--- config.mk ---
export PLATFORM = sky130hd
export DESIGN_NAME = rsl_top
export DESIGN_NICKNAME = d
export VERILOG_FILES = /design/src/rsl_pkg.sv /design/src/rsl_seq_det.sv /design/src/rsl_top.sv
export SDC_FILE = /design/constraint.sdc
export NUM_CORES = 1
export LEC_CHECK = 0
export BUFFER_PORTS_ARGS = -buffer_cell sky130_fd_sc_hd__buf_2
export CORE_AREA = 2 2 127 129
export CTS_CLUSTER_DIAMETER = 60
export DETAILED_ROUTE_END_ITERATION = 8
export DIE_AREA = 0 0 129 131
export PLACE_DENSITY_LB_ADDON = 0.15
export SKIP_CTS_REPAIR_TIMING = 1
export SYNTH_ARGS = -nofsm -noshare
export SYNTH_HDL_FRONTEND = slang
export SYNTH_SLANG_ARGS = --single-unit
--- constraint.sdc ---
create_clock -name hclk -period 2.72 [get_ports hclk]
set_input_delay 0.136 -clock hclk [delete_from_list [all_inputs] [get_ports hclk]]
set_output_delay 0.136 -clock hclk [all_outputs]
set_load 0.05 [all_outputs]
--- src/rsl_pkg.sv ---
// Purpose: Shared constants and types for the link fault signalling block
// Assumes: 64-bit columns with 8 control bits, one bit per byte lane
// Notes:   Register indices are word indices; byte address is index * 4

package rsl_pkg;

  // ----------------------------------------------------------------
  // Register map (word indices)
  // ----------------------------------------------------------------
  localparam logic [11:0] CFG_IDX = 12'h405;
  localparam logic [11:0] IST_IDX = 12'h406;
  localparam logic [11:0] ICLR_IDX = 12'h407;
  localparam logic [11:0] IEN_IDX = 12'h408;
  localparam logic [11:0] LIVE_IDX = 12'h409;

  // Control register fields and reset value
  localparam int CFG_GEN_BIT = 0;
  localparam int CFG_UNI_BIT = 1;
  localparam logic [1:0] CFG_RST = 2'h0;

  // Interrupt status bit positions
  localparam int IRQ_LF_SET = 0;
  localparam int IRQ_RF_SET = 1;
  localparam int IRQ_LF_CLR = 2;
  localparam int IRQ_RF_CLR = 3;
  localparam int IRQ_W = 4;
  localparam logic [3:0] IRQ_RST = 4'h0;

  // ----------------------------------------------------------------
  // Fault detector timing
  // ----------------------------------------------------------------
  localparam logic [7:0] COL_LIMIT = 8'h80;
  localparam logic [2:0] SEQ_NEED = 3'h4;

  // ----------------------------------------------------------------
  // Column codes
  // ----------------------------------------------------------------
  localparam logic [7:0] CH_SEQ = 8'h9c;
  localparam logic [7:0] SEQ_LOCAL = 8'h01;
  localparam logic [7:0] SEQ_REMOTE = 8'h02;
  localparam logic [63:0] RF_COL = {2{32'h0200009c}};
  localparam logic [7:0] RF_CTL = 8'h11;
  localparam logic [63:0] IDLE_COL = {8{8'h07}};
  localparam logic [7:0] IDLE_CTL = 8'hff;

  // Receive link fault state, one-hot
  typedef enum logic [2:0] {
    FLT_OK = 3'b001,
    FLT_LOCAL = 3'b010,
    FLT_REMOTE = 3'b100
  } rsl_flt_t;

endpackage

--- src/rsl_seq_det.sv ---
// Purpose: Recognise a fault sequence ordered set in one half of a column
// Assumes: Sequence sits in a four-lane group starting at lane LANE
// Notes:   Purely combinational; other sequence values are ignored

module rsl_seq_det import rsl_pkg::*; #(
  parameter int LANE = 0
) (
  // Column from the receive path
  input wire logic [63:0] col_d,
  input wire logic [7:0] col_c,
  // Classification
  output logic is_local,
  output logic is_remote
);

  logic hdr_ok;

  // Control byte in the first lane only, zero data in lanes one and two
  assign hdr_ok = (col_c[LANE +: 4] == 4'h1) &&
                  (col_d[LANE*8 +: 8] == CH_SEQ) &&
                  (col_d[LANE*8+8 +: 16] == 16'h0000);
  assign is_local = hdr_ok && (col_d[LANE*8+24 +: 8] == SEQ_LOCAL);
  assign is_remote = hdr_ok && (col_d[LANE*8+24 +: 8] == SEQ_REMOTE);

endmodule // rsl_seq_det

--- src/rsl_top.sv ---
// Purpose: Link fault monitor and transmit fault insertion, AHB-Lite regs
// Assumes: Receive and transmit columns both on hclk, one column a cycle
// Notes:   Reads take one wait state, writes none; response always OKAY

module rsl_top import rsl_pkg::*; #(
  parameter logic [7:0] COLS = COL_LIMIT,
  parameter logic [2:0] NEED = SEQ_NEED
) (
  // Clock and reset
  input wire logic hclk,
  input wire logic hresetn,
  // AHB-Lite slave
  input wire logic hsel,
  input wire logic [31:0] haddr,
  input wire logic [1:0] htrans,
  input wire logic hwrite,
  input wire logic [2:0] hsize,
  input wire logic [31:0] hwdata,
  input wire logic hready,
  output logic hreadyout,
  output logic hresp,
  output logic [31:0] hrdata,
  // Receive columns from the PCS
  input wire logic rx_col_valid,
  input wire logic [63:0] rxd,
  input wire logic [7:0] rxc,
  // Transmit columns from the MAC
  input wire logic [63:0] txd,
  input wire logic [7:0] txc,
  // Transmit columns to the PCS
  output logic [63:0] line_txd,
  output logic [7:0] line_txc,
  // Status and configuration
  output logic local_fault_status,
  output logic remote_fault_status,
  output logic unidirectional_en,
  output logic link_fault_gen_en,
  output logic irq
);

  // ----------------------------------------------------------------
  // State
  // ----------------------------------------------------------------
  typedef struct packed {
    rsl_flt_t link;
    logic last_rem;
    logic have_last;
    logic [2:0] seq_cnt;
    logic [7:0] col_cnt;
    logic [1:0] cfg;
    logic [IRQ_W-1:0] ist;
    logic [IRQ_W-1:0] ien;
    logic wr_pend;
    logic [11:0] wr_idx;
    logic rd_pend;
    logic [11:0] rd_idx;
    logic [31:0] rdata;
    logic [63:0] line_d;
    logic [7:0] line_c;
  } rsl_state_t;

  localparam rsl_state_t ST_RST = '{
    link: FLT_OK, last_rem: 1'b0, have_last: 1'b0, seq_cnt: 3'h0,
    col_cnt: 8'h00, cfg: CFG_RST, ist: IRQ_RST, ien: IRQ_RST,
    wr_pend: 1'b0, wr_idx: 12'h000, rd_pend: 1'b0, rd_idx: 12'h000,
    rdata: 32'h0000_0000, line_d: IDLE_COL, line_c: IDLE_CTL};

  rsl_state_t s_q;
  rsl_state_t s_d;

  logic loc0, rem0, loc4, rem4;
  logic col_seq, col_rem, match, accept, tx_idle;
  logic [2:0] cnt_n;
  logic [IRQ_W-1:0] ev, clr_mask;

  // ----------------------------------------------------------------
  // Sequence detectors, one per half column
  // ----------------------------------------------------------------
  rsl_seq_det #(.LANE(0)) u_det_lo (
    .col_d(rxd),
    .col_c(rxc),
    .is_local(loc0),
    .is_remote(rem0)
  );

  rsl_seq_det #(.LANE(4)) u_det_hi (
    .col_d(rxd),
    .col_c(rxc),
    .is_local(loc4),
    .is_remote(rem4)
  );

  // Lower half wins when both halves carry a sequence
  assign col_seq = loc0 | rem0 | loc4 | rem4;
  assign col_rem = (loc0 | rem0) ? rem0 : rem4;

  // Word-sized transfers at any address; those above the low 16 KB decode to no register
  assign accept = hsel && htrans[1] && hready && (hsize == 3'h2);
  assign tx_idle = (txc == IDLE_CTL) && (txd == IDLE_COL);

  // ----------------------------------------------------------------
  // Next state
  // ----------------------------------------------------------------
  always_comb begin
    s_d = s_q;
    clr_mask = '0;
    match = 1'b0;
    cnt_n = 3'h0;

    // Write data phase; writes never wait
    s_d.wr_pend = 1'b0;
    if (s_q.wr_pend) begin
      case (s_q.wr_idx)
        CFG_IDX: s_d.cfg = hwdata[1:0];
        ICLR_IDX: clr_mask = hwdata[IRQ_W-1:0];
        IEN_IDX: s_d.ien = hwdata[IRQ_W-1:0];
        default: ;
      endcase
    end

    // Read data is fetched in the wait cycle, after any prior write
    s_d.rd_pend = 1'b0;
    if (s_q.rd_pend) begin
      case (s_q.rd_idx)
        CFG_IDX: s_d.rdata = {30'h0, s_q.cfg};
        IST_IDX: s_d.rdata = {28'h0, s_q.ist};
        IEN_IDX: s_d.rdata = {28'h0, s_q.ien};
        LIVE_IDX: s_d.rdata = {30'h0, s_q.link == FLT_REMOTE,
                               s_q.link == FLT_LOCAL};
        default: s_d.rdata = 32'h0000_0000;
      endcase
    end

    // Address phase capture
    if (accept) begin
      if (haddr[31:14] != 18'h0) begin
        s_d.wr_idx = 12'hfff;
        s_d.rd_idx = 12'hfff;
      end else begin
        s_d.wr_idx = haddr[13:2];
        s_d.rd_idx = haddr[13:2];
      end
      s_d.wr_pend = hwrite;
      s_d.rd_pend = !hwrite;
    end

    // Receive fault detection, one step per valid column
    if (rx_col_valid) begin
      if (col_seq) begin
        // Like sequence close enough to the last one extends the run
        match = s_q.have_last && (s_q.last_rem == col_rem) &&
                (s_q.col_cnt < COLS);
        if (!match) begin
          cnt_n = 3'h1;
        end else if (s_q.seq_cnt == NEED) begin
          cnt_n = s_q.seq_cnt;
        end else begin
          cnt_n = s_q.seq_cnt + 3'h1;
        end
        s_d.seq_cnt = cnt_n;
        s_d.col_cnt = 8'h00;
        s_d.last_rem = col_rem;
        s_d.have_last = 1'b1;
        if (cnt_n == NEED) begin
          s_d.link = col_rem ? FLT_REMOTE : FLT_LOCAL;
        end
      end else if (s_q.col_cnt != COLS) begin
        // Saturate once the quiet span has expired
        s_d.col_cnt = s_q.col_cnt + 8'h01;
        if (s_q.col_cnt == COLS - 8'h01) begin
          s_d.link = FLT_OK;
          s_d.seq_cnt = 3'h0;
          s_d.have_last = 1'b0;
        end
      end
    end

    // Interrupt events: flags entering and leaving a fault
    ev = '0;
    ev[IRQ_LF_SET] = (s_d.link == FLT_LOCAL) && (s_q.link != FLT_LOCAL);
    ev[IRQ_RF_SET] = (s_d.link == FLT_REMOTE) && (s_q.link != FLT_REMOTE);
    ev[IRQ_LF_CLR] = (s_d.link != FLT_LOCAL) && (s_q.link == FLT_LOCAL);
    ev[IRQ_RF_CLR] = (s_d.link != FLT_REMOTE) && (s_q.link == FLT_REMOTE);
    // A new event beats a clear in the same cycle
    s_d.ist = (s_q.ist & ~clr_mask) | ev;

    // Transmit path; fault state is the one already registered
    s_d.line_d = txd;
    s_d.line_c = txc;
    if (s_q.cfg[CFG_GEN_BIT]) begin
      if (!s_q.cfg[CFG_UNI_BIT]) begin
        if (s_q.link == FLT_LOCAL) begin
          s_d.line_d = RF_COL;
          s_d.line_c = RF_CTL;
        end else if (s_q.link == FLT_REMOTE) begin
          s_d.line_d = IDLE_COL;
          s_d.line_c = IDLE_CTL;
        end
      end else if (s_q.link == FLT_LOCAL && tx_idle) begin
        // Only gap columns are replaced so frames keep flowing
        s_d.line_d = RF_COL;
        s_d.line_c = RF_CTL;
      end
    end
  end

  // State register
  always_ff @(posedge hclk or negedge hresetn) begin
    if (!hresetn) begin
      s_q <= ST_RST;
    end else begin
      s_q <= s_d;
    end
  end

  // ----------------------------------------------------------------
  // Outputs
  // ----------------------------------------------------------------
  assign hreadyout = !s_q.rd_pend;
  assign hresp = 1'b0;
  assign hrdata = s_q.rdata;
  assign line_txd = s_q.line_d;
  assign line_txc = s_q.line_c;
  // Live flags, never gated by the control register
  assign local_fault_status = (s_q.link == FLT_LOCAL);
  assign remote_fault_status = (s_q.link == FLT_REMOTE);
  assign unidirectional_en = s_q.cfg[CFG_UNI_BIT];
  assign link_fault_gen_en = s_q.cfg[CFG_GEN_BIT];
  assign irq = |(s_q.ist & s_q.ien);

  // ----------------------------------------------------------------
  // Assertions
  // ----------------------------------------------------------------
  logic cfg_wr;
  assign cfg_wr = s_q.wr_pend && (s_q.wr_idx == CFG_IDX);
endmodule // rsl_top

==> Word level (Yosys, flattened, before mapping) <==
Cells that the tools add are included.
{ "op_classes": {"addsub": 2, "order_cmp": 1, "n_eq_ne": 29, "muxes": 25, "bitwise_logic": 7, "reduce_logical": 32} }
{ "op_table": {"columns": ["cell", "count"], "rows": [
  ["two-way mux 72 bit", 5],
  ["equality test 64 x 59 -> 1 bit, second input constant", 1],
  ["equality test 12 x 11 -> 1 bit, second input constant", 5],
  ["two-way mux 12 bit", 3],
  ["zero test 16 bit", 2],
  ["two-way mux 3 bit", 9],
  ["two-way mux 26 bit", 1],
  ["equality test 8 bit, second input constant", 3],
  ["logical AND 1 bit", 19],
  ["nonzero test 18 bit", 1],
  ["equality test 8 x 1 -> 1 bit, second input constant", 2],
  ["equality test 8 x 2 -> 1 bit, second input constant", 2],
  ["two-way mux 16 bit", 1],
  ["one-hot mux 4 bit (4 select lines)", 1],
  ["equality test 3 bit, second input constant", 4],
  ["two-way mux 4 bit", 3],
  ["equality test 3 x 2 -> 1 bit, second input constant", 3],
  ["adder 8 x 1 -> 8 bit, second input constant", 1],
  ["AND 4 bit", 2],
  ["equality test 4 x 1 -> 1 bit, second input constant", 2],
  ["equality test 8 x 7 -> 1 bit, second input constant", 1],
  ["less-than comparator 8 bit, second input constant", 1],
  ["!= test 8 bit, second input constant", 1],
  ["AND reduction 2 bit", 4],
  ["12 further kinds", 19]
]} }
{ "totals": {"register_bits": 144, "input_bits": 219, "out_inout_bits": 111, "wordCells": 110} }

==> Logic depth before layout (Yosys ltp) <==
{ "depth": {"ltp_word": 19, "ltp_mapped": 10, "ltp_nobuf": 10} }

==> By module <==
A second synthesis with hierarchy kept.
{ "hier_totals": {"cells_unflattened": 602, "area_unflattened_um2": 6077.1} }
{ "by_module_without_submodules": {"columns": ["mod", "n_inst", "cells_each", "area_per_inst_um2", "seq_area_each_um2"], "rows": [
  ["rsl_top", 1, 570, 5819.3, 2944.1],
  ["rsl_seq_det", 2, 16, 128.9, 0.0]
]} }

==> Worst setup path after synthesis <==
Ideal clock, no wire load.
{ "synth_path": {"kind": "input port to flip-flop", "from": "input port rxd[50]", "to": "register s_q[148] in the netlist's numbering", "setup_ps": 122, "arrival_ps": 2200, "t_required_ps": 2598, "slack_ps": 398, "cell_stages": 8, "path_buffers": 0, "path_cell_list": "nor4_2 -> nand4_1 -> nor4_2 -> mux2_2 -> nor4_4 -> nor4b_4 -> a32o_1 -> a21oi_1"} }
{ "synth_via": {"elab_chain_len": 11, "elab_cells_between_ends": 17, "cone_classes": "1 x eq/ne; 5 x mux; 2 x bitwise; 9 x reduce/logical"} }
{ "synth_lines": {"columns": ["item", "line", "text"], "rows": [
  ["start, declared", "rsl_top.sv:25", "input wire logic [63:0] rxd,"],
  ["zero test 16 bit *", "rsl_seq_det.sv:21", "(col_d[LANE*8+8 +: 16] == 16'h0000);"],
  ["logical AND 1 bit *", "rsl_seq_det.sv:20", "(col_d[LANE*8 +: 8] == CH_SEQ) &&"],
  ["logical AND 1 bit", "rsl_seq_det.sv:23", "assign is_remote = hdr_ok && (col_d[LANE*8+24 +: 8] == SEQ_REMOTE);"],
  ["two-way mux 1 bit", "rsl_top.sv:95", "assign col_rem = (loc0 | rem0) ? rem0 : rem4;"],
  ["equality test 1 bit", "rsl_top.sv:151", "match = s_q.have_last && (s_q.last_rem == col_rem) &&"],
  ["logical AND 1 bit (2 in series)", "rsl_top.sv:151", null],
  ["two-way mux 3 bit", "rsl_top.sv:153", "if (!match) begin"],
  ["two-way mux 3 bit", "rsl_top.sv:149", "if (col_seq) begin"],
  ["two-way mux 3 bit", "rsl_top.sv:148", "if (rx_col_valid) begin"],
  ["two-way mux 12 bit", "rsl_top.sv:149", null],
  ["end signal, assigned", "rsl_top.sv:210", "s_q <= ST_RST;"],
  ["end signal, assigned", "rsl_top.sv:212", "s_q <= s_d;"],
  ["end, declared", "rsl_top.sv:68", "rsl_state_t s_q;"]
]} }
Every way passes the cells marked *; elsewhere a longest branch is shown, timed or not. The select of a mux whose other input is x is not followed.
A chain may end at the register's enable or synchronous reset.

==> out/summary.txt <==
Commonest non-fill, non-tap cell in the layout: buf_2
P&R area growth vs syn: 42.0%
Slowest CP cell: or2_2
Post-layout min period: 2620 ps
Post-synthesis mux area share: 0.0130
RSZ-0062 raised after global routing: false
Die X-Extent: 129 µm
Vias: 5179
CP startpoint kind: input pin
Routed WL: 16600 µm
Vias in the first global route: 4804
Clock root cell: clkbuf_16
Hold path startpoint: txd[5]
Clock Sinks: 116
Combinational family with the most area after synthesis: simple AND/OR/NAND/NOR gates
Required time of the critical path: 3060 ps
Most frequent cells in the layout: 268 x buf_2, 87 x dlygate4sd3_1, 83 x dfrtp_1
Worst R2R Path Depth: 11
Setup_tns: 0 ps
Port Buffers: 269
Simple-Gate Fraction of Synth Area: 0.235
#FFs+latches synth: 116
Fin crit share: 0.964
Crit Reg-Reg Startpoint: s_q[148]$_DFFE_PN0P_
Synth unique cells: 57
Sequential share of the synthesized area: 0.485
Slew headroom: 0.570
# diodes: 0
HPWL after DPL: 12300 µm
First-pass GRT wire length: 23700 µm
Final Max Slew Viols: 0
Worst Hold End: line_txd[5]$_DFF_PN0_
Nets: 1096
Worst-skew pair later-pin latency: 410 ps
GP Congestion: 0.795
Post-Synth Adder-Cell Area: 0.00824
Clk slew on worst S/H paths: 50 ps
Leak: 4.09 nW
Via/cell ratio: 4.70
CP startpoint: txd[39]
Initial core utilization: 0.390
H-Tree Depth: 4
I/O pins: 330
Outcome: finished, final reports clean
Clock buffer count from CTS: 17
Fraction of layout cells with a size suffix above 1: 0.430
Largest net degree at the start of global routing: 52
Critical-path cell list: dlygate4sd3_1 -> buf_2 -> or4_1 -> nor3_1 -> nand4_1 -> o31ai_1 -> nand2_1 -> or2_2 -> o21a_1
Slew @ Worst Pin: 646 ps
Hold Crit Depth: 2
CP max stage delay: 570 ps
YS warnings: 0
Max cap viols: 0
Std-Cell Core Area: 0.0156 mm²
Mapped Avg Cell Area: 10.7 µm²
Worst Skew: 5.68 ps
Synth Area in Compound Gates: 0.102
Worst R2R End: s_q[134]$_DFF_PN0_
Fin Hold WS: 1.53 ps
CP max FO: 32
Fmax: 0.381 GHz
Overflow after GRT: 0
Final setup violation count: 0
Power density over cell area: 633 mW/mm²
Setup CP Type: input pin to flip-flop
Final Hold Fails: 0
Gr usage total: 0.184
Initial antenna violation count: 0
DRC viols: 0
Post-DRT Antenna Nets: 0
Flop2flop setup slack: 330 ps
DR pass1 iterations: 5
Iter 0 DRT Violations: 165
Hold Path Class: input pin to flip-flop
Maximum VDD drop: 432 µV
Cells after Synth: 570
Die area: 0.0169 mm²
Crit path capture type: flip-flop
Asr flop ratio synth: 1.00
Die height: 131 µm
CTS tree: done
XOR/XNOR Fraction of Synth Area: 0.00865
Top FF cell, synth: dfrtp_1
Cell Rows: 46
CP arrival: 2960 ps
Routed len/inst: 15.1 µm
CTS Buffer Depth: 2
Post-synth EDFFs: 0
Mapped Area: 0.00608 mm²
==> worst max-delay path, delay by kind of cell <==
kind            cells  cell delay [ps]
simple gates        5             1650
buf+inv             2              670
compound gates      2              500
==> sequential cells by signal, summed over array words and instances (netlist names) <==
signal / cells
hrdata: 4
line_txc: 8
line_txd: 64
link_fault_gen_en: 1
s_q: 38
unidirectional_en: 1
==> worst max path at each step <==
stage | cells past startpoint | slack [ps] | endpoint
after global routing | 9 | 30 | line_txd[48]$_DFF_PN1_
after CTS | 11 | 310 | s_q[134]$_DFF_PN0_
after floorplan | 8 | 400 | s_q[148]$_DFFE_PN0P_
final | 9 | 100 | line_txd[48]$_DFF_PN1_
after detailed placement | 9 | 110 | s_q[148]$_DFFE_PN0P_
after global placement | 9 | 150 | s_q[148]$_DFFE_PN0P_
==> synth_stat cells (all sizes together) (4+ instances only) <==
library cell	count	area (µm²)
nand3	10	60.1
xnor2	4	35.0
nor4b	11	111
inv	15	56.3
nor3b	5	47.5
nand2b	9	56.3
buf	106	796
o21a	26	195
nand2	42	158
or2	4	25.0
dfrtp	83	2080
o22a	12	105
nor3	8	45.0
dfstp	33	867
or4	6	56.3
nand4b	4	35.0
nand4	13	81.3
a221oi	6	52.6
o21ai	13	65.1
nor2	22	82.6
ha	4	50.1
a21oi	9	52.6
nor4	25	226
nor2b	6	37.5
mux2	7	78.8
a22o	4	35.0
nand3b	4	42.5
clkbuf	13	48.8
and2	37	231
==> routing by layer <==
| metal | track usage | share of wire | vias to the layer above |
|---|---|---|---|
| met5 | 0 | 0 | - |
| met4 | 0.0620 | 0.0097 | 0 |
| met3 | 0.0489 | 0.057 | 12 |
| met2 | 0.341 | 0.53 | 224 |
| met1 | 0.205 | 0.40 | 2453 |
| li1 | - | - | 2490 |
==> layout make-up <==
| type | instances | area (µm²) |
|---|---|---|
| sequential | 116 | 2940 |
| fill | 1336 | 6970 |
| tap | 216 | 270 |
| multi-input combinational | 348 | 2340 |
| inverter | 15 | 56.3 |
| clock inverter | 10 | 179 |
| clock buffer | 22 | 454 |
| timing repair buffer | 375 | 2390 |
==> per-stage QoR <==
step           cell area (µm²)  power, W  worst slack (ps)  std cells  utilization
2_1_floorplan             6180   0.00278               398        598            -
3_3_place_gp              7120   0.00297               149        983        0.457
3_5_place_dp              7120   0.00299               109        983        0.457
4_1_cts                   7760   0.00541               314       1015        0.497
5_1_grt                   8630   0.00569              30.4       1102        0.553
6_report                  8630   0.00546              96.8       1102        0.553
==> kinds of logic after synthesis <==
group           Yosys count
compound gates           84
xor+xnor                  6
fa+ha+maj                 4
buf+inv                 134
flops                   116
mux                       7
other cells               1
simple gates            218
==> where the power goes <==
part	leakage (nW)	switching, W	internal [W]	total, W
registers	1.34	0.000110	0.00192	0.00203
logic	2.44	0.000642	0.000394	0.00104
clock network	0.312	0.000751	0.00164	0.00240
Note: power is estimated with default switching activity, not from simulation.
